### src/rtl/rtc_cfg.svh
// Register map, field positions, reset values and timing constants
// Notes on behaviour
// - Power failure forces the freeze-update flag high.
// - Clearing freeze-update flag resumes user copy refresh.
// - Twenty registers; user copies refreshed from counters.
// - Any time register write resets divider chain.
// - Reading time addresses suspends refresh until stop or pointer leaves them.
// - Time, alarm in BCD; control fields binary.
// - Count seconds to year from 32768 Hz.
// - Century bits top of hours; halt bit seconds.
// - Watchdog holds multiplier bits 6-2, resolution 1-0.
// - Alarm registers hold repeat bits; freeze at 0Ch.
// - Flags expose watchdog, alarm bits; read-only.
// - Square-wave rate in upper nibble; low zero.
// - Calibration adds or removes counts, speeds/slows.
// - Control bits 4-0 magnitude, bit 5 sign.
// - One second per minute shortened or lengthened.
// - Correct only first 2N minutes of sixty-four.
// - Test mode toggles output at 512 Hz.
// - Test rate ignores calibration setting.
// - Power failure clears frequency test bit.
// - Multi-function output is open drain only.
// - Halt bit stops oscillator; clear restarts it.
// - Fraction register always written as zero.
// - Pointer advances only on acknowledge clock.
`ifndef RTC_CFG_SVH
`define RTC_CFG_SVH

`define RTC_NREG 20
`define RTC_A_FRAC 5'h00
`define RTC_A_SEC 5'h01
`define RTC_A_MIN 5'h02
`define RTC_A_HOUR 5'h03
`define RTC_A_WDAY 5'h04
`define RTC_A_DATE 5'h05
`define RTC_A_MONTH 5'h06
`define RTC_A_YEAR 5'h07
`define RTC_A_CTRL 5'h08
`define RTC_A_WDOG 5'h09
`define RTC_A_ALMON 5'h0a
`define RTC_A_ALDATE 5'h0b
`define RTC_A_ALHOUR 5'h0c
`define RTC_A_ALMIN 5'h0d
`define RTC_A_ALSEC 5'h0e
`define RTC_A_FLAGS 5'h0f
`define RTC_A_SQW 5'h13

`define RTC_B_OSCHALT 7
`define RTC_B_CENT_EN 7
`define RTC_B_CENT 6
`define RTC_B_FREEZE 6
`define RTC_B_OUT 7
`define RTC_B_FT 6
`define RTC_B_SIGN 5
`define RTC_CAL_MSB 4
`define RTC_B_AFE 7
`define RTC_B_SQUARE_WAVE_ENABLE 6

`define RTC_RST_ZERO 8'h00
`define RTC_RST_SEC 8'h80
`define RTC_RST_CTRL 8'h80
`define RTC_RST_ALHOUR 8'h40
`define RTC_RST_ONE 8'h01

`define RTC_M_SEC 8'hff
`define RTC_M_MIN 8'h7f
`define RTC_M_HOUR 8'hff
`define RTC_M_WDAY 8'h07
`define RTC_M_DATE 8'h3f
`define RTC_M_MONTH 8'h1f
`define RTC_M_ALL 8'hff
`define RTC_M_WDOG 8'h7f
`define RTC_M_SQW 8'hf0

`define RTC_MAX_SEC 8'h59
`define RTC_MAX_HOUR 8'h23
`define RTC_MAX_WDAY 8'h07
`define RTC_MAX_MONTH 8'h12
`define RTC_MAX_YEAR 8'h99

`define RTC_CLK_HZ 250000000
`define RTC_OSC_HZ 32768
`define RTC_FT_HZ 512
`define RTC_SEC_TICKS 17'd32768
`define RTC_CAL_SHORT 17'd128
`define RTC_CAL_LONG 17'd256
`define RTC_CAL_SEC 7'h00
`define RTC_FT_LAST 5'((`RTC_OSC_HZ / `RTC_FT_HZ / 2) - 1)
`define RTC_HUND 7'd100
`define RTC_HUND_MAX 7'd99
`define RTC_TEN 7'd10

`endif

### src/rtl/rtc_pkg.sv
// Shared types of the timekeeping core
package rtc_pkg;

  typedef struct packed {
    logic ptrLoad;
    logic [4:0] addr;
    logic wrStrobe;
    logic [7:0] wrData;
    logic ackClk;
    logic readActive;
    logic stopCond;
  } hostReq_t;

  typedef enum logic [1:0] {MFP_TEST, MFP_LEVEL, MFP_RELEASE} mfpMode_t;

endpackage

### src/rtl/rtc_core.sv
// Timekeeping core: register map, divider, calibration, test output
`timescale 1ns/10ps
`default_nettype none
`include "rtc_cfg.svh"
module rtc_core
  import rtc_pkg::*;
#(
  parameter int OSC_DIV = `RTC_CLK_HZ / `RTC_OSC_HZ
) (
  input wire logic clk,
  input wire logic reset,
  input wire hostReq_t hostReq,
  input wire logic powerFail,
  input wire logic wdFlagIn,
  input wire logic alarmFlagIn,
  output logic [7:0] rdData,
  output logic mfpOut,
  output logic mfpOe
);

  // ==========================================================
  // Storage
  logic [4:0] ptr_r;
  logic [7:0] regs_r [`RTC_NREG];
  logic [7:0] tm_r [1:7];
  logic [16:0] divCnt_r;
  logic [15:0] presc_r;
  logic [5:0] calMin_r;
  logic [4:0] ftCnt_r;
  logic ftTog_r;
  logic freeze_r;
  logic freeze_nxt;
  logic [7:0] rdData_r;
  logic mfpOe_r;
  logic mfpOut_r;

  // ==========================================================
  // Helpers
  function automatic logic [7:0] bcdNext(input logic [7:0] v,
      input logic [7:0] top, input logic [7:0] lo);
    if (v == top)
      return lo;
    else if (v[3:0] == 4'h9)
      return {v[7:4] + 4'h1, 4'h0};
    else
      return v + 8'h01;
  endfunction

  // Fixed-zero bits are masked so stray host bits never count
  function automatic logic [7:0] wrMask(input logic [4:0] a);
    case (a)
      `RTC_A_FRAC: return `RTC_RST_ZERO;
      `RTC_A_SEC: return `RTC_M_SEC;
      `RTC_A_MIN: return `RTC_M_MIN;
      `RTC_A_HOUR: return `RTC_M_HOUR;
      `RTC_A_WDAY: return `RTC_M_WDAY;
      `RTC_A_DATE: return `RTC_M_DATE;
      `RTC_A_MONTH: return `RTC_M_MONTH;
      `RTC_A_YEAR: return `RTC_M_ALL;
      `RTC_A_CTRL: return `RTC_M_ALL;
      `RTC_A_WDOG: return `RTC_M_WDOG;
      `RTC_A_ALMON: return `RTC_M_ALL;
      `RTC_A_ALDATE: return `RTC_M_ALL;
      `RTC_A_ALHOUR: return `RTC_M_ALL;
      `RTC_A_ALMIN: return `RTC_M_ALL;
      `RTC_A_ALSEC: return `RTC_M_ALL;
      `RTC_A_SQW: return `RTC_M_SQW;
      default: return `RTC_RST_ZERO;
    endcase
  endfunction

  function automatic logic [5:0] daysIn(input logic [4:0] mo,
      input logic [7:0] yr);
    logic leap;
    leap = yr[4] ? (yr[3:0] == 4'h2 || yr[3:0] == 4'h6)
                 : (yr[3:0] == 4'h0 || yr[3:0] == 4'h4 ||
                    yr[3:0] == 4'h8);
    case (mo)
      5'h02: return leap ? 6'h29 : 6'h28;
      5'h04, 5'h06, 5'h09, 5'h11: return 6'h30;
      default: return 6'h31;
    endcase
  endfunction

  // ==========================================================
  // Decode
  wire [7:0] ctrl = regs_r[`RTC_A_CTRL];
  wire [7:0] alMon = regs_r[`RTC_A_ALMON];
  wire freezeUpdateFlag = regs_r[`RTC_A_ALHOUR][`RTC_B_FREEZE];
  wire freqTestBit = ctrl[`RTC_B_FT];
  wire oscHaltBit = tm_r[1][`RTC_B_OSCHALT];
  wire inRange = ptr_r < 5'(`RTC_NREG);
  wire timeAddr = ptr_r <= `RTC_A_YEAR;
  wire tmWr = hostReq.wrStrobe && timeAddr;
  wire [7:0] wrMasked = hostReq.wrData & wrMask(ptr_r);

  // Halted oscillator simply stops the tick; restart is immediate
  wire oscTick = !oscHaltBit && presc_r == 16'(OSC_DIV - 1);

  // ==========================================================
  // Calibration
  wire [4:0] calMag = ctrl[`RTC_CAL_MSB:0];
  wire calPos = ctrl[`RTC_B_SIGN];
  wire calActive = calMin_r < {calMag, 1'b0};
  wire calSec = calActive && tm_r[1][6:0] == `RTC_CAL_SEC;
  // Same net effect as blanking or splitting divide-by-256 pulses
  wire [16:0] secLen = !calSec ? `RTC_SEC_TICKS
      : calPos ? `RTC_SEC_TICKS + `RTC_CAL_LONG
      : `RTC_SEC_TICKS - `RTC_CAL_SHORT;
  wire secTick = oscTick && divCnt_r == secLen - 17'd1;

  // ==========================================================
  // Calendar carries
  // Literals cannot be part-selected, so the limits live on wires
  wire [7:0] maxSec = `RTC_MAX_SEC;
  wire [7:0] maxHour = `RTC_MAX_HOUR;
  wire [7:0] maxMonth = `RTC_MAX_MONTH;
  wire minC = secTick && tm_r[1][6:0] == maxSec[6:0];
  wire hrC = minC && tm_r[2][6:0] == maxSec[6:0];
  wire dayC = hrC && tm_r[3][5:0] == maxHour[5:0];
  wire [5:0] dim = daysIn(tm_r[6][4:0], tm_r[7]);
  wire monC = dayC && tm_r[5][5:0] == dim;
  wire yrC = monC && tm_r[6][4:0] == maxMonth[4:0];
  wire centC = yrC && tm_r[7] == `RTC_MAX_YEAR;
  wire centEn = tm_r[3][`RTC_B_CENT_EN];

  wire [7:0] secNx = bcdNext({1'b0, tm_r[1][6:0]}, `RTC_MAX_SEC,
      `RTC_RST_ZERO);
  wire [7:0] minNx = bcdNext(tm_r[2], `RTC_MAX_SEC, `RTC_RST_ZERO);
  wire [7:0] hrNx = bcdNext({2'b00, tm_r[3][5:0]}, `RTC_MAX_HOUR,
      `RTC_RST_ZERO);
  wire [7:0] wdNx = bcdNext(tm_r[4], `RTC_MAX_WDAY, `RTC_RST_ONE);
  wire [7:0] dtNx = bcdNext(tm_r[5], {2'b00, dim}, `RTC_RST_ONE);
  wire [7:0] moNx = bcdNext(tm_r[6], `RTC_MAX_MONTH, `RTC_RST_ONE);
  wire [7:0] yrNx = bcdNext(tm_r[7], `RTC_MAX_YEAR, `RTC_RST_ZERO);

  // ==========================================================
  // Fraction seen from the divider, clipped on long seconds
  wire [23:0] hProd = divCnt_r * `RTC_HUND;
  wire [6:0] hund = divCnt_r >= `RTC_SEC_TICKS ? `RTC_HUND_MAX
      : hProd[21:15];
  wire [6:0] hTen = hund / `RTC_TEN;
  wire [6:0] hOne = hund % `RTC_TEN;
  wire [7:0] fracBcd = {hTen[3:0], hOne[3:0]};

  // ==========================================================
  // Transfer control
  always_comb begin
    if (hostReq.stopCond)
      freeze_nxt = 1'b0;
    else if (hostReq.readActive && timeAddr)
      freeze_nxt = 1'b1;
    else if (!timeAddr)
      freeze_nxt = 1'b0;
    else
      freeze_nxt = freeze_r;
  end
  wire xferEn = !freezeUpdateFlag && !freeze_r;

  // ==========================================================
  // Output pin selection
  wire wdZero = regs_r[`RTC_A_WDOG] == `RTC_RST_ZERO;
  wire othersOff = !alMon[`RTC_B_AFE] && !alMon[`RTC_B_SQUARE_WAVE_ENABLE] && wdZero;
  wire ftSel = freqTestBit && othersOff;
  // Alarm, watchdog and square wave drive elsewhere; released here
  wire mfpMode_t mfpMode = ftSel ? MFP_TEST
      : othersOff ? MFP_LEVEL : MFP_RELEASE;
  wire pullLow = mfpMode == MFP_TEST ? !ftTog_r
      : mfpMode == MFP_LEVEL ? !ctrl[`RTC_B_OUT] : 1'b0;
  wire [7:0] rdMux = !inRange ? `RTC_RST_ZERO
      : ptr_r == `RTC_A_FLAGS ? {wdFlagIn, alarmFlagIn, 6'h00}
      : regs_r[ptr_r];

  // ==========================================================
  // Oscillator prescaler and divider chain
  always_ff @(posedge clk) begin
    if (reset || oscHaltBit || oscTick)
      presc_r <= 16'h0000;
    else
      presc_r <= presc_r + 16'h0001;
  end

  always_ff @(posedge clk) begin
    if (reset) begin
      divCnt_r <= 17'h00000;
      calMin_r <= 6'h00;
    end else begin
      if (tmWr || secTick)
        divCnt_r <= 17'h00000;
      else if (oscTick)
        divCnt_r <= divCnt_r + 17'h00001;
      if (minC && !tmWr)
        calMin_r <= calMin_r + 6'h01;
    end
  end

  // Free of calibration: the test tone stays a true oscillator tap
  always_ff @(posedge clk) begin
    if (reset) begin
      ftCnt_r <= 5'h00;
      ftTog_r <= 1'b0;
    end else if (oscTick) begin
      ftCnt_r <= ftCnt_r + 5'h01;
      if (ftCnt_r == `RTC_FT_LAST)
        ftTog_r <= !ftTog_r;
    end
  end

  // ==========================================================
  // Internal counting copy
  always_ff @(posedge clk) begin
    if (reset) begin
      tm_r[1] <= `RTC_RST_SEC;
      tm_r[2] <= `RTC_RST_ZERO;
      tm_r[3] <= `RTC_RST_ZERO;
      tm_r[4] <= `RTC_RST_ONE;
      tm_r[5] <= `RTC_RST_ONE;
      tm_r[6] <= `RTC_RST_ONE;
      tm_r[7] <= `RTC_RST_ZERO;
    end else if (tmWr) begin
      if (ptr_r != `RTC_A_FRAC)
        tm_r[ptr_r[2:0]] <= wrMasked;
    end else begin
      if (secTick)
        tm_r[1] <= {tm_r[1][7], secNx[6:0]};
      if (minC)
        tm_r[2] <= minNx;
      if (hrC)
        tm_r[3] <= {centEn, tm_r[3][`RTC_B_CENT] ^ (centC && centEn),
            hrNx[5:0]};
      if (dayC) begin
        tm_r[4] <= wdNx;
        tm_r[5] <= dtNx;
      end
      if (monC)
        tm_r[6] <= moNx;
      if (yrC)
        tm_r[7] <= yrNx;
    end
  end

  // ==========================================================
  // User-visible register file
  always_ff @(posedge clk) begin
    if (reset) begin
      for (int i = 0; i < `RTC_NREG; i++)
        regs_r[i] <= `RTC_RST_ZERO;
      regs_r[`RTC_A_SEC] <= `RTC_RST_SEC;
      regs_r[`RTC_A_WDAY] <= `RTC_RST_ONE;
      regs_r[`RTC_A_DATE] <= `RTC_RST_ONE;
      regs_r[`RTC_A_MONTH] <= `RTC_RST_ONE;
      regs_r[`RTC_A_CTRL] <= `RTC_RST_CTRL;
      regs_r[`RTC_A_ALHOUR] <= `RTC_RST_ALHOUR;
    end else begin
      if (xferEn) begin
        regs_r[`RTC_A_FRAC] <= fracBcd;
        for (int i = 1; i < 8; i++)
          regs_r[i] <= tm_r[i];
      end
      if (hostReq.wrStrobe && inRange)
        regs_r[ptr_r] <= wrMasked;
      if (powerFail) begin
        regs_r[`RTC_A_ALHOUR][`RTC_B_FREEZE] <= 1'b1;
        regs_r[`RTC_A_CTRL][`RTC_B_FT] <= 1'b0;
      end
    end
  end

  // ==========================================================
  // Pointer, read data, pin
  always_ff @(posedge clk) begin
    if (reset) begin
      ptr_r <= `RTC_A_FRAC;
      freeze_r <= 1'b0;
      rdData_r <= `RTC_RST_ZERO;
      mfpOe_r <= 1'b0;
      mfpOut_r <= 1'b0;
    end else begin
      if (hostReq.ptrLoad)
        ptr_r <= hostReq.addr;
      else if (hostReq.ackClk)
        ptr_r <= ptr_r == `RTC_A_SQW ? `RTC_A_FRAC : ptr_r + 5'h01;
      freeze_r <= freeze_nxt;
      rdData_r <= rdMux;
      mfpOe_r <= pullLow;
      mfpOut_r <= 1'b0;
    end
  end

  assign rdData = rdData_r;
  assign mfpOut = mfpOut_r;
  assign mfpOe = mfpOe_r;
endmodule
`default_nettype wire

### config.mk
export PLATFORM = sky130hd
export DESIGN_NAME = rtc_core
export DESIGN_NICKNAME = d
export VERILOG_FILES = /design/src/rtl/rtc_pkg.sv /design/src/rtl/rtc_core.sv
export VERILOG_INCLUDE_DIRS = /design/src /design/src/rtl
export SDC_FILE = /design/constraint.sdc
export NUM_CORES = 1
export LEC_CHECK = 0
export BUFFER_PORTS_ARGS = -buffer_cell sky130_fd_sc_hd__buf_2
export CORE_MARGIN = 3
export CORE_UTILIZATION = 30
export CTS_CLUSTER_DIAMETER = 50
export CTS_CLUSTER_SIZE = 20
export DETAILED_ROUTE_END_ITERATION = 6
export HOLD_SLACK_MARGIN = 0.03
export PLACE_DENSITY = 0.44
export SLEW_MARGIN = 20
export SYNTH_ARGS = -nofsm -noshare
export SYNTH_HDL_FRONTEND = slang
export SYNTH_SLANG_ARGS = --single-unit
### constraint.sdc
create_clock -name clk -period 6.7 [get_ports clk]
set_input_delay 0.335 -clock clk [delete_from_list [all_inputs] [get_ports clk]]
set_output_delay 0.335 -clock clk [all_outputs]
set_load 0.02 [all_outputs]
After elaboration in Yosys (flattened, before gate mapping)
Memory sizes are Yosys's and may differ from the RTL's. A register that Yosys moved wholly into a read port is not among the register bits.
Cells that the tools add are included.
W data, S select, Z words.
- word-level logic and storage cells: 261
- register bits: 60
- memories kept: 3
- memory bits (writable): 216
- bits in read-only memories: 256
- output and inout port bits: 10
- bitwise operators: 38
- order comparisons: 4
- reduce and logical (&&, ||, !) cells: 46
- mux-type cells: 102
- eq/ne operators: 35
- div/mod/pow operators: 2
- $mul: 1
- add/sub/neg operators: 20
- memories (name ; depth ; bits a word ; rd ports ; clocked after memory_dff ; wr ports ; RTL line ; source):
    (no name shown) ; 32 ; 8 ; 1 ; 1 ; 0 ; rtc_core.sv:51 ; case (a)
    regs_r ; 20 ; 8 ; 5 ; 1 ; 20 ; rtc_core.sv:24 ; logic [7:0] regs_r [`RTC_NREG];
    tm_r ; 7 ; 8 ; 7 ; 0 ; 7 ; rtc_core.sv:25 ; logic [7:0] tm_r [1:7];
- operator list (cell ; count):
    $mux W8 ; 34
    $mux W1 ; 48
    $add A8 B1 Y8 const B ; 5
    $mux W5 ; 8
    $eq A4 B4 Y1 const B ; 8
    $mux W16 ; 2
    $eq A5 B5 Y1 const B ; 6
    $or A1 B1 Y1 ; 23
    $mux W7 ; 3
    $add A4 B1 Y4 const B ; 5
    $mul A17 B5 Y20 const B ; 1
    $logic_and A1 B1 Y1 ; 18
    $add A17 B1 Y17 const B ; 1
    $eq A17 B17 Y1 ; 1
    $ge A17 B16 Y1 const B ; 1
    $sub A16 B1 Y17 const B ; 1
    $add A16 B1 Y16 const B ; 1
    $eq A16 B13 Y1 const B ; 1
    $reduce_or A8 Y1 ; 2
    $eq A7 B7 Y1 const B ; 2
    $add A6 B1 Y6 const B ; 2
    $mux W6 ; 2
    $add A5 B1 Y5 const B ; 2
    $eq A5 B3 Y1 const B ; 2
    41 further kinds ; 69

Depth between registers and ports, before layout
Gate-level depths: netlist of the first run.
An unclocked memory read counts as a cell.
- depth in word-level cells: 17
- mapped depth: 24
- depth with buffers taken out: 22

Least setup slack after synthesis of the first run
No wires, ideal clock.
- path kind: flip-flop to flip-flop
- start point: register divCnt_r[3]
- end point: memory regs_r[0][1], data pin
- setup slack: 1.979 ns
- data arrival time: 4.455 ns
- cell stages (with the launch flop): 21
- data required time: 6.434 ns
- cell sequence: dfxtp_1 inv_1 ha_1 ha_1 fa_1 ha_1 o21ai_0 nand2b_1 a221oi_4 mux2_2 or2_1 buf_6 nor4_1 o21ai_0 nand3_1 nand2_1 ha_1 a21boi_0 o31ai_2 xor2_1 o22ai_2
- RTL lines (element ; RTL line ; source):
    start: declaration ; rtc_core.sv:26 ; logic [16:0] divCnt_r;
    start signal: assignment ; rtc_core.sv:191 ; divCnt_r <= divCnt_r + 17'h00001;
    end: declaration ; rtc_core.sv:24 ;

==> results.py, run 1 <==
metrics = {
    "run_status": {
        "status": "finished clean",
    },
    "layout": {
        "final_cells": 2764,
        "final_common_cell": "edfxtp_1",
        "final_cell_mix": "edfxtp_1 (304), nor2_1 (216), nand2_1 (161)",
        "finalNetCount": 1987,
        "areaGrowthSynthToFinish_pct": 16.2,
        "drive_gt1_frac": 0.137,
        "antennaDiodeCount": 0,
    },
    "cts": {
        "cts_root_buf": "clkbuf_16",
        "postCtsSetupRepairBufs": 0,
        "htree_levels": 2,
        "cts-buffers-inserted": 48,
        "cts_tree": "yes",
        "clockBufferDepth": 3,
        "cts.clk_slew.worst_paths_ps": 60,
        "insertion_delay_ps": 600,
        "clock-sinks": 383,
        "cts_resized": 0,
    },
    "critical_path": {
        "cpMaxStageDelayCell": "a221oi_4",
        "critPathKind": "reg -> reg",
        "cp.arrival_ps": 5580,
        "crit_fanout": 8,
        "r2r_start": "divCnt_r[3]$_SDFFE_PP0P_",
        "worstPathRequired_ps": 7030,
        "crit_end": "regs_r[0][1]$_DFFE_PP_",
        "crit_path_end_kind": "register",
        "slowest_delay_ps": 500,
        "critPathLaunchType": "register",
        "r2r-end": "regs_r[0][1]$_DFFE_PP_",
        "cp_common_cell": "ha_1",
        "rr_worst_depth": 19,
        "startpoint": "divCnt_r[3]$_SDFFE_PP0P_",
        "path_cells": "inv_1, ha_1, ha_1, fa_1, ha_1, o21ai_0, nand2b_1, a221oi_4, mux2_2, or2_1, nor4_1, o21ai_0, nand3_1, nand2_1, ha_1, a21boi_0, o31ai_2, xor2_1, o22ai_2",
        "worst-r2r-setup-slack_ps": 1450,
    },
    "route": {
        "drt_wl_total_mm": 56.1,
        "drtPass1Iterations": 5,
        "routedWlPerCell_um": 20.3,
        "viasPerCell": 5.06,
        "drtIter0Drc": 900,
        "via_count": 14000,
        "final_antenna_net_count": 0,
        "remaining_drc_errors": 0,
    },
    "yosys": {
        "synthArstFlopShare": 0,
        "synth_edf_count": 304,
        "yosys_warnings": 0,
        "syn_avg_cell_area_um2": 11.6,
        "synth.distinct_cells": 92,
        "syn-cell-area_um2": 20300,
        "ys_seq_area_frac": 0.527,
        "synth_ff_type": "edfxtp_1",
        "synthCells": 1749,
        "ys_ff_latch": 383,
    },
    "sta": {
        "slew_violations": 0,
        "slew_headroom": 0.254,
        "skew_ps": 25.3,
        "tightest_slew_ps": 1120,
        "hold_viol": 0,
        "fin_tns_setup_ps": 0,
        "fmax_mhz": 190,
        "finalCritPeriodShare": 0.784,
        "min_period_ps": 5250,
        "rsz0062_at_grt": "false",
        "setup_viol": 0,
    },
    "die": {
        "die_w_um": 266,
        "io_pins": 33,
        "design.core.area_um2": 66500,
        "initial_core_util": 0.306,
        "die_y_um": 266,
        "rows": 94,
        "dieArea_um2": 71000,
    },
    "pwr": {
        "vdd_ir_drop_max_mv": 0.194,
        "p_leak_nw": 8.63,
        "power_density_nw_per_um2": 259,
    },
    "global_routing": {
        "grt_pass1_vias": 14100,
        "grt_first_pass_wirelength_mm": 86.4,
        "antenna_found_initial": 3,
        "grt.total_usage": 0.159,
        "grt.overflow.total": 0,
        "grt_max_degree": 44,
    },
    "hold_path": {
        "hold_path.class": "in -> reg",
    },
    "placement": {
        "dp_hpwl_mm": 39.8,
        "port_buffers": 31,
        "gp_congestion": 0.828,
        "placedCellCount": 2670,
    },
    "flow_run": {
        "max-cap-violations": 0,
    },
}
-- worst min path at each step --
stage / startpoint / end / slack [ps] / cells after the start
global placement: ftCnt_r[4]$_SDFFE_PP0P_ / ftCnt_r[4]$_SDFFE_PP0P_ / 450 / 2
floorplan: hostReq[0] / freeze_r$_SDFFE_PP0P_ / 410 / 1
CTS: hostReq[13] / ptr_r[1]$_SDFFE_PP0N_ / 30 / 3
detailed placement: ftCnt_r[4]$_SDFFE_PP0P_ / ftCnt_r[4]$_SDFFE_PP0P_ / 450 / 2
global route: hostReq[13] / ptr_r[1]$_SDFFE_PP0N_ / 60 / 3
finish: hostReq[13] / register / 70 / 3
-- routing by layer --
layer	GRT usage	wire length, µm	vias to the layer above	part of all wire
met5	0	23	-	0.00041
met4	0.0467	1550	4	0.028
met3	0.0273	2630	91	0.047
met2	0.258	26000	315	0.46
met1	0.219	25900	6971	0.46
li1	-	-	6614	-
-- layout make-up --
class,instances,area (µm²)
clock buffer,53,1250
clock inverter,37,627
fill,6519,42800
inverter,86,323
multi-input combinational,1287,9310
sequential,383,10700
tap,864,1080
timing repair buffer,54,338
-- kinds of logic (layout without fill, tap and decap cells) --
logic type      count (synthesis)  after routing  share of synthesized area
simple gates                  617            617                      0.141
buf+inv                       175            230                     0.0339
other cells                     1             97                   0.000184
flops                         383            383                      0.527
mux                           106            106                      0.102
fa+ha+maj                     104            104                     0.0680
compound gates                279            279                     0.0908
xor+xnor                       84             84                     0.0365
-- power by group --
group / switching, mW / total [mW] / internal (mW)
Sequential: 0.0763 / 2.73 / 2.66
Combinational: 0.231 / 0.381 / 0.150
Clock: 1.15 / 3.00 / 1.86
Total: 1.45 / 6.12 / 4.66
-- metrics by stage --
stage          hold WS (ps)  cell area [µm²]  total power, mW  setup slack (ps)   util
5_1_grt                61.9            23600             6.34               991  0.356
2_1_floorplan           414            20700             3.01              1980      -
6_report               71.8            23600             6.12              1450  0.356
3_5_place_dp            452            21700             3.17              1480  0.327
3_3_place_gp            445            21700             3.16              1570  0.327
4_1_cts                32.4            23600             6.20              1450  0.356
-- state kept, by name, indices dropped and copies added, names as in the netlist, named ones only --
register / cells
calMin_r: 6
divCnt_r: 17
freeze_r: 1
ftCnt_r: 5
ftTog_r: 1
mfpOe: 1
presc_r: 16
ptr_r: 5
rdData: 8
regs_r: 256
tm_r: 56
-- worst max-delay path: cells and delay by family (launching register included) --
family	cells	cell delay [ps]
adders and majority gates	5	1610
AOI/OAI and AO/OA	6	1320
xor gates and xnor gates	1	210
and+or+nand+nor	5	940
muxes	1	410
DFF	1	440
buffers and inverters	1	70
-- cells in the mapped netlist, drive strengths merged (21+ instances only) --
master | n | area (µm²)
ha | 93 | 1160
mux2i | 21 | 223
a21oi | 55 | 283
mux4 | 80 | 1800
nand4 | 29 | 181
nand2 | 161 | 604
xor2 | 37 | 332
clkbuf | 64 | 240
nand3 | 81 | 405
nor3 | 28 | 150
dfxtp | 79 | 1580
o21ai | 93 | 477
xnor2 | 47 | 412
buf | 25 | 126
o22ai | 52 | 357
inv | 85 | 319
edfxtp | 304 | 9130
nor2 | 216 | 811
-- timing repair --
item                                    CTS  global route
endpoints found under the setup margin    0             0
hold buffers                              4             0
endpoints found under the hold margin     3             0
No activity file was read; power rests on OpenSTA's default activity.
==> run 2: changes to the inputs <==
--- a/config.mk
+++ b/config.mk
@@ -6,6 +6,7 @@
 export SDC_FILE = /design/constraint.sdc
 export NUM_CORES = 1
 export LEC_CHECK = 0
+export ABC_AREA = 1
 export BUFFER_PORTS_ARGS = -buffer_cell sky130_fd_sc_hd__buf_2
 export CORE_MARGIN = 3
 export CORE_UTILIZATION = 30
==> constraint.sdc (replaced) <==
create_clock -name clk -period 5.35 [get_ports clk]
set_input_delay 0.2675 -clock clk [delete_from_list [all_inputs] [get_ports clk]]
set_output_delay 0.2675 -clock clk [all_outputs]
set_load 0.02 [all_outputs]
==> results.py, run 2 <==
metrics = {
    "yosys": {
        "yosys-top-cells-count": "nor2_1 (362), edfxtp_1 (304), nand2_1 (278), inv_1 (259), o21ai_0 (238)",
        "synth.distinct_cells": 65,
        "synth_edf_count": 304,
        "ys_ff_latch": 383,
        "yosysTopAreaCell": "edfxtp_1",
        "yosys_warnings": 0,
        "synthCells": 2259,
        "synth.top_cell.area_share": 0.445,
        "synth_ff_type": "edfxtp_1",
        "ys_seq_area_frac": 0.522,
        "syn_avg_cell_area_um2": 9.08,
        "yosys.cell_count.top_type": "nor2_1",
        "synthArstFlopShare": 0,
        "ys_top_cells_by_area": "edfxtp_1 (44%), dfxtp_1 (7.7%), nor2_1 (6.6%)",
        "syn-cell-area_um2": 20500,
    },
    "placement": {
        "preCtsSetupSlack_ps": 642,
        "gp_congestion": 0.886,
        "dp_hpwl_mm": 43.3,
        "postPlaceCellArea_um2": 22000,
        "port_buffers": 31,
    },
    "die": {
        "rows": 95,
        "die_y_um": 268,
        "initial_core_util": 0.304,
        "die_w_um": 268,
        "io_pins": 33,
        "design.core.area_um2": 67500,
        "dieArea_um2": 71600,
    },
    "sta": {
        "fmax_mhz": 209,
        "rsz0062_at_grt": "false",
        "finalCritPeriodShare": 0.894,
        "min_period_ps": 4780,
        "fin_tns_setup_ps": 0,
        "slew_headroom": 0.341,
        "skew_ps": 33.9,
        "setup_viol": 0,
        "tightest_slew_ps": 982,
        "hold_viol": 0,
        "slew_violations": 0,
        "fin_ws_ps": 567,
    },
    "route": {
        "final_antenna_net_count": 0,
        "drtPass1Iterations": 7,
        "drt_wl_total_mm": 62.5,
        "drtIter0Drc": 1595,
        "via_count": 16500,
        "viasPerCell": 5.01,
        "remaining_drc_errors": 0,
        "routedWlPerCell_um": 18.9,
    },
    "layout": {
        "largest_reg_flops": 256,
        "finalInstanceArea_um2": 23900,
        "areaGrowthSynthToFinish_pct": 16.5,
        "regMostFlops": "regs_r",
        "finalNetCount": 2507,
        "drive_gt1_frac": 0.0796,
        "final_common_cell": "nor2_1",
        "final_cell_mix": "nor2_1 (362), edfxtp_1 (304), nand2_1 (278)",
        "top_regs": "regs_r (256), tm_r (56), divCnt_r (17)",
    },
    "global_routing": {
        "grt.total_usage": 0.176,
        "grt.overflow.total": 0,
        "antenna_found_initial": 0,
        "grt_first_pass_wirelength_mm": 96.4,
        "grt_max_degree": 73,
        "grt_pass1_vias": 16000,
    },
    "critical_path": {
        "worst-r2r-setup-slack_ps": 570,
        "slowest_delay_ps": 490,
        "worstPathRequired_ps": 5700,
        "crit_path_end_kind": "register",
        "r2r_start": "divCnt_r[6]$_SDFFE_PP0P_",
        "startpoint": "divCnt_r[6]$_SDFFE_PP0P_",
        "crit_fanout": 5,
        "cp_common_cell": "nand2_1",
        "critPathKind": "reg -> reg",
        "r2r-end": "regs_r[0][2]$_DFFE_PP_",
        "rr_worst_depth": 32,
        "cpMaxStageDelayCell": "fa_1",
        "cp.arrival_ps": 5140,
        "crit_end": "regs_r[0][2]$_DFFE_PP_",
        "critPathLaunchType": "register",
    },
    "pwr": {
        "power_frac_seq": 0.440,
        "vdd_ir_drop_max_mv": 0.226,
        "netSwitchingFraction": 0.278,
        "p_sw_mw": 2.15,
        "p_int_mw": 5.58,
        "power.total_mw": 7.74,
        "power_density_nw_per_um2": 324,
        "pwr-share-clk": 0.483,
        "p_comb_frac": 0.077,
        "p_leak_nw": 9.68,
    },
    "cts": {
        "clock-sinks": 383,
        "insertion_delay_ps": 610,
        "cts_tree": "yes",
        "htree_levels": 2,
        "cts_root_buf": "clkbuf_16",
        "cts-buffers-inserted": 54,
        "clockBufferDepth": 3,
        "cts_resized": 0,
        "cts.clk_slew.worst_paths_ps": 60,
    },
    "flow_run": {
        "max-cap-violations": 0,
    },
    "hold_path": {
        "hold_path.class": "in -> reg",
    },
    "run_status": {
        "status": "finished clean",
    },
}
==> run 2: critical path, delay by kind of cell, from the launching register on <==
family / cells / cell delay [ps]
adders and majority gates: 5 / 1570
DFF: 1 / 440
and+or+nand+nor: 20 / 1960
AOI/OAI and AO/OA: 1 / 150
buffers and inverters: 6 / 420
==> run 2: worst min-delay path by stage <==
stage | start | endpoint | slack (ps) | depth (start not counted)
finish | hostReq[15] | register | 80 | 4
global route | hostReq[12] | ptr_r[0]$_SDFFE_PP0N_ | 90 | 5
CTS | hostReq[15] | register | 60 | 4
detailed placement | presc_r[0]$_SDFF_PP0_ | presc_r[0]$_SDFF_PP0_ | 460 | 1
global placement | presc_r[0]$_SDFF_PP0_ | presc_r[0]$_SDFF_PP0_ | 450 | 1
floorplan | hostReq[0] | freeze_r$_SDFFE_PP0P_ | 350 | 1
==> run 2: layout make-up <==
| class | instances | area, µm² |
|---|---|---|
| Antenna cell | 1 | 2.50 |
| Tap cell | 873 | 1090 |
| Timing Repair Buffer | 57 | 363 |
| Clock buffer | 56 | 1380 |
| Inverter | 270 | 1020 |
| Sequential cell | 383 | 10700 |
| Multi-Input combinational cell | 1614 | 8810 |
| Clock inverter | 46 | 520 |
| Fill cell | 6976 | 43600 |
==> run 2: stage by stage <==
step	hold WS, ps	utilization	cells
global route	90.9	0.354	3299
finish	82.9	0.354	3300
CTS	59.4	0.354	3299
floorplan	346	-	2355
detailed placement	456	0.325	3192
global placement	446	0.325	3192
==> run 2: kinds of logic after synthesis <==
| group | after synthesis | synth area share |
|---|---|---|
| other | 1 | 0.000183 |
| muxes | 1 | 0.000488 |
| DFF | 383 | 0.522 |
| xor gates and xnor gates | 36 | 0.0154 |
| adders and majority gates | 104 | 0.0675 |
| buffers and inverters | 358 | 0.0661 |
| AOI/OAI and AO/OA | 476 | 0.137 |
| and+or+nand+nor | 900 | 0.191 |
==> run 2: layer usage <==
layer / global-route usage / up-vias / wire (µm)
li1: - / 8055 / -
met1: 0.251 / 7918 / 29500
met2: 0.275 / 478 / 28000
met3: 0.0281 / 84 / 3490
met4: 0.0492 / 0 / 1480
met5: 0 / - / 0
==> run 2: power by group through the flow <==
| stage | Clock (mW) | Sequential (mW) | Combinational (mW) |
|---|---|---|---|
| CTS | 3.82 | 3.41 | 0.599 |
| detailed placement | 0 | 3.47 | 0.595 |
| floorplan | 0 | 3.45 | 0.359 |
| global route | 3.95 | 3.42 | 0.659 |
| global placement | 0 | 3.47 | 0.593 |
| finish | 3.73 | 3.41 | 0.594 |
==> run 2: timing repair <==
action | 4_1_cts | 5_1_grt
hold endpoints to repair | 4 | 0
hold buffers | 5 | 0
setup buffers | 0 | 0
==> run 3: changes to the inputs <==
--- a/config.mk
+++ b/config.mk
@@ -8,13 +8,13 @@
 export LEC_CHECK = 0
 export ABC_AREA = 1
 export BUFFER_PORTS_ARGS = -buffer_cell sky130_fd_sc_hd__buf_2
-export CORE_MARGIN = 3
-export CORE_UTILIZATION = 30
+export CORE_UTILIZATION = 40
 export CTS_CLUSTER_DIAMETER = 50
 export CTS_CLUSTER_SIZE = 20
 export DETAILED_ROUTE_END_ITERATION = 6
+export GPL_TIMING_DRIVEN = 0
 export HOLD_SLACK_MARGIN = 0.03
-export PLACE_DENSITY = 0.44
+export PLACE_DENSITY = 0.55
 export SLEW_MARGIN = 20
 export SYNTH_ARGS = -nofsm -noshare
 export SYNTH_HDL_FRONTEND = slang
==> results.py, run 3 (synthesis gave the netlist of run 2 again) <==
metrics = {
    "sta": {
        "min_period_ps": 4900,
        "slew_headroom": 0.306,
        "hold_viol": 0,
        "tightest_slew_ps": 1040,
        "finalCritPeriodShare": 0.915,
        "setup_viol": 0,
        "slew_violations": 0,
        "fmax_mhz": 204,
        "rsz0062_at_grt": "false",
        "skew_ps": 21.9,
        "fin_tns_setup_ps": 0,
    },
    "critical_path": {
        "crit_path_end_kind": "register",
        "cp_top_family": "simple AND/OR/NAND/NOR gates",
        "cp.arrival_ps": 5240,
        "rr_worst_depth": 31,
        "cpMaxStageDelayCell": "fa_1",
        "crit_buf_inv": 5,
        "worst-r2r-setup-slack_ps": 450,
        "worstPathRequired_ps": 5690,
        "slowest_delay_ps": 470,
        "r2r-end": "regs_r[0][1]$_DFFE_PP_",
        "r2r_start": "divCnt_r[11]$_SDFFE_PP0P_",
        "crit_fanout": 6,
        "critPathLaunchType": "register",
        "cp_common_cell": "nand2_1",
        "critPathKind": "reg -> reg",
    },
    "hold_path": {
        "hp-start": "reset",
        "min_delay_path_depth": 2,
        "hold_path.class": "in -> reg",
    },
    "layout": {
        "largest_reg_flops": 256,
        "final_common_cell": "nor2_1",
        "finalInstanceArea_um2": 23400,
        "regMostFlops": "regs_r",
        "finalNetCount": 2565,
        "top_regs": "regs_r (256), tm_r (56), divCnt_r (17)",
        "seqCellArea_um2": 10700,
        "multi_input_area_um2": 8850,
        "fill_cells": 4916,
        "antennaDiodeCount": 0,
        "final_cell_mix": "nor2_1 (355), edfxtp_1 (304), nand2_1 (278)",
        "areaGrowthSynthToFinish_pct": 14.0,
        "drive_gt1_frac": 0.0665,
    },
    "pwr": {
        "power_frac_seq": 0.491,
        "p_comb_frac": 0.092,
        "vdd_ir_drop_max_mv": 0.202,
        "netSwitchingFraction": 0.275,
        "p_int_mw": 5.03,
        "power.total_mw": 6.94,
        "power_density_nw_per_um2": 297,
        "p_leak_nw": 9.46,
        "pwr-share-clk": 0.417,
        "p_sw_mw": 1.91,
    },
    "cts": {
        "postCtsSetupRepairBufs": 0,
        "htree_levels": 2,
        "insertion_delay_ps": 580,
        "clock-sinks": 383,
        "cts.clk_slew.worst_paths_ps": 70,
        "cts-buffers-inserted": 40,
        "clockBufferDepth": 3,
        "cts_tree": "yes",
        "cts_root_buf": "clkbuf_16",
    },
    "flow_run": {
        "max-cap-violations": 0,
    },
    "route": {
        "remaining_drc_errors": 0,
        "routedWlPerCell_um": 21.0,
        "via_count": 17400,
        "drtIter0Drc": 1793,
        "drtPass1Iterations": 6,
        "final_antenna_net_count": 0,
        "drt_wl_total_mm": 65.9,
        "viasPerCell": 5.54,
    },
    "placement": {
        "gp_congestion": 0.950,
        "port_buffers": 30,
        "postPlaceCellArea_um2": 22000,
        "dp_hpwl_mm": 49.1,
    },
    "global_routing": {
        "grt.overflow.total": 0,
        "grt.total_usage": 0.250,
        "grt_max_degree": 21,
        "grt_first_pass_wirelength_mm": 98.9,
        "grt_pass1_vias": 16300,
        "antenna_found_initial": 1,
    },
    "die": {
        "die_w_um": 228,
        "rows": 82,
        "design.core.area_um2": 50400,
        "dieArea_um2": 52200,
        "initial_core_util": 0.407,
        "io_pins": 33,
        "die_y_um": 228,
    },
    "run_status": {
        "status": "finished clean",
    },
}
## run 3: changes by cell type in the layout (fill, tap and decap cells not counted), moves of 6 or more
cell / delta
clkbuf_1: +80
buf_4: -20
clkbuf_16: -14
dfxtp_2: +7
inv_6: -7
inv_8: -7
nor2_1: -7
nor2_2: +7
dfxtp_1: -6
## run 3: metrics by stage
| stage | utilization | setup slack (ps) | instances | hold slack, ps |
|---|---|---|---|---|
| after detailed placement | 0.436 | 312 | 3063 | 452 |
| after global routing | 0.464 | 2.28 | 3140 | 128 |
| after CTS | 0.464 | 301 | 3140 | 90.5 |
| after global placement | 0.434 | 384 | 3057 | 444 |
| final | 0.464 | 452 | 3140 | 102 |
| after floorplan | - | 1170 | 2355 | 346 |
## run 3: cell type report
cell class / count / share of cell area
plain buffers: 88 / 0.0144
multi-input cells: 1614 / 0.378
repair buffers: 41 / 0.0121
clock inverters: 29 / 0.0125
inverters: 270 / 0.0436
flip-flops and latches: 383 / 0.458
well taps: 672 / 0.0360
clock buffers: 43 / 0.0446
## run 3: worst max-delay path by stage
stage	from	end	depth (start not counted)
detailed placement	divCnt_r[8]$_SDFFE_PP0P_	regs_r[0][1]$_DFFE_PP_	30
global placement	divCnt_r[7]$_SDFFE_PP0P_	regs_r[0][4]$_DFFE_PP_	32
global route	divCnt_r[5]$_SDFFE_PP0P_	regs_r[0][1]$_DFFE_PP_	34
finish	divCnt_r[11]$_SDFFE_PP0P_	regs_r[0][1]$_DFFE_PP_	31
floorplan	divCnt_r[8]$_SDFFE_PP0P_	regs_r[0][1]$_DFFE_PP_	32
CTS	divCnt_r[7]$_SDFFE_PP0P_	regs_r[0][1]$_DFFE_PP_	33
## run 3: layer usage
layer | track usage | up-vias | wire length, µm
met1 | 0.348 | 8354 | 28700
li1 | - | 8162 | -
met5 | 0 | - | 0
met3 | 0.0302 | 134 | 5190
met2 | 0.400 | 758 | 29700
met4 | 0.0933 | 0 | 2310
## run 3: repair_timing
item	CTS	global route
hold buffers	5	0
resized for setup	0	13
hold endpoints to repair	5	0
setup endpoints to repair	0	4
## run 3: power by group through the flow
stage / Sequential [mW] / Combinational, mW / Clock [mW]
final: 3.41 / 0.639 / 2.89
after floorplan: 3.45 / 0.359 / 0
after detailed placement: 3.47 / 0.619 / 0
after global placement: 3.47 / 0.607 / 0
after global routing: 3.42 / 0.685 / 3.04
after CTS: 3.41 / 0.624 / 2.94
## run 3: worst reg2reg max path: cells and delay by family, from the launching register on
family	cells	cell delay (ps)
adder cells (fa/ha/maj)	5	1680
buffers and inverters	5	440
flip-flops	1	400
AO/OA/AOI/OAI	1	170
AND/OR/NAND/NOR	20	1970
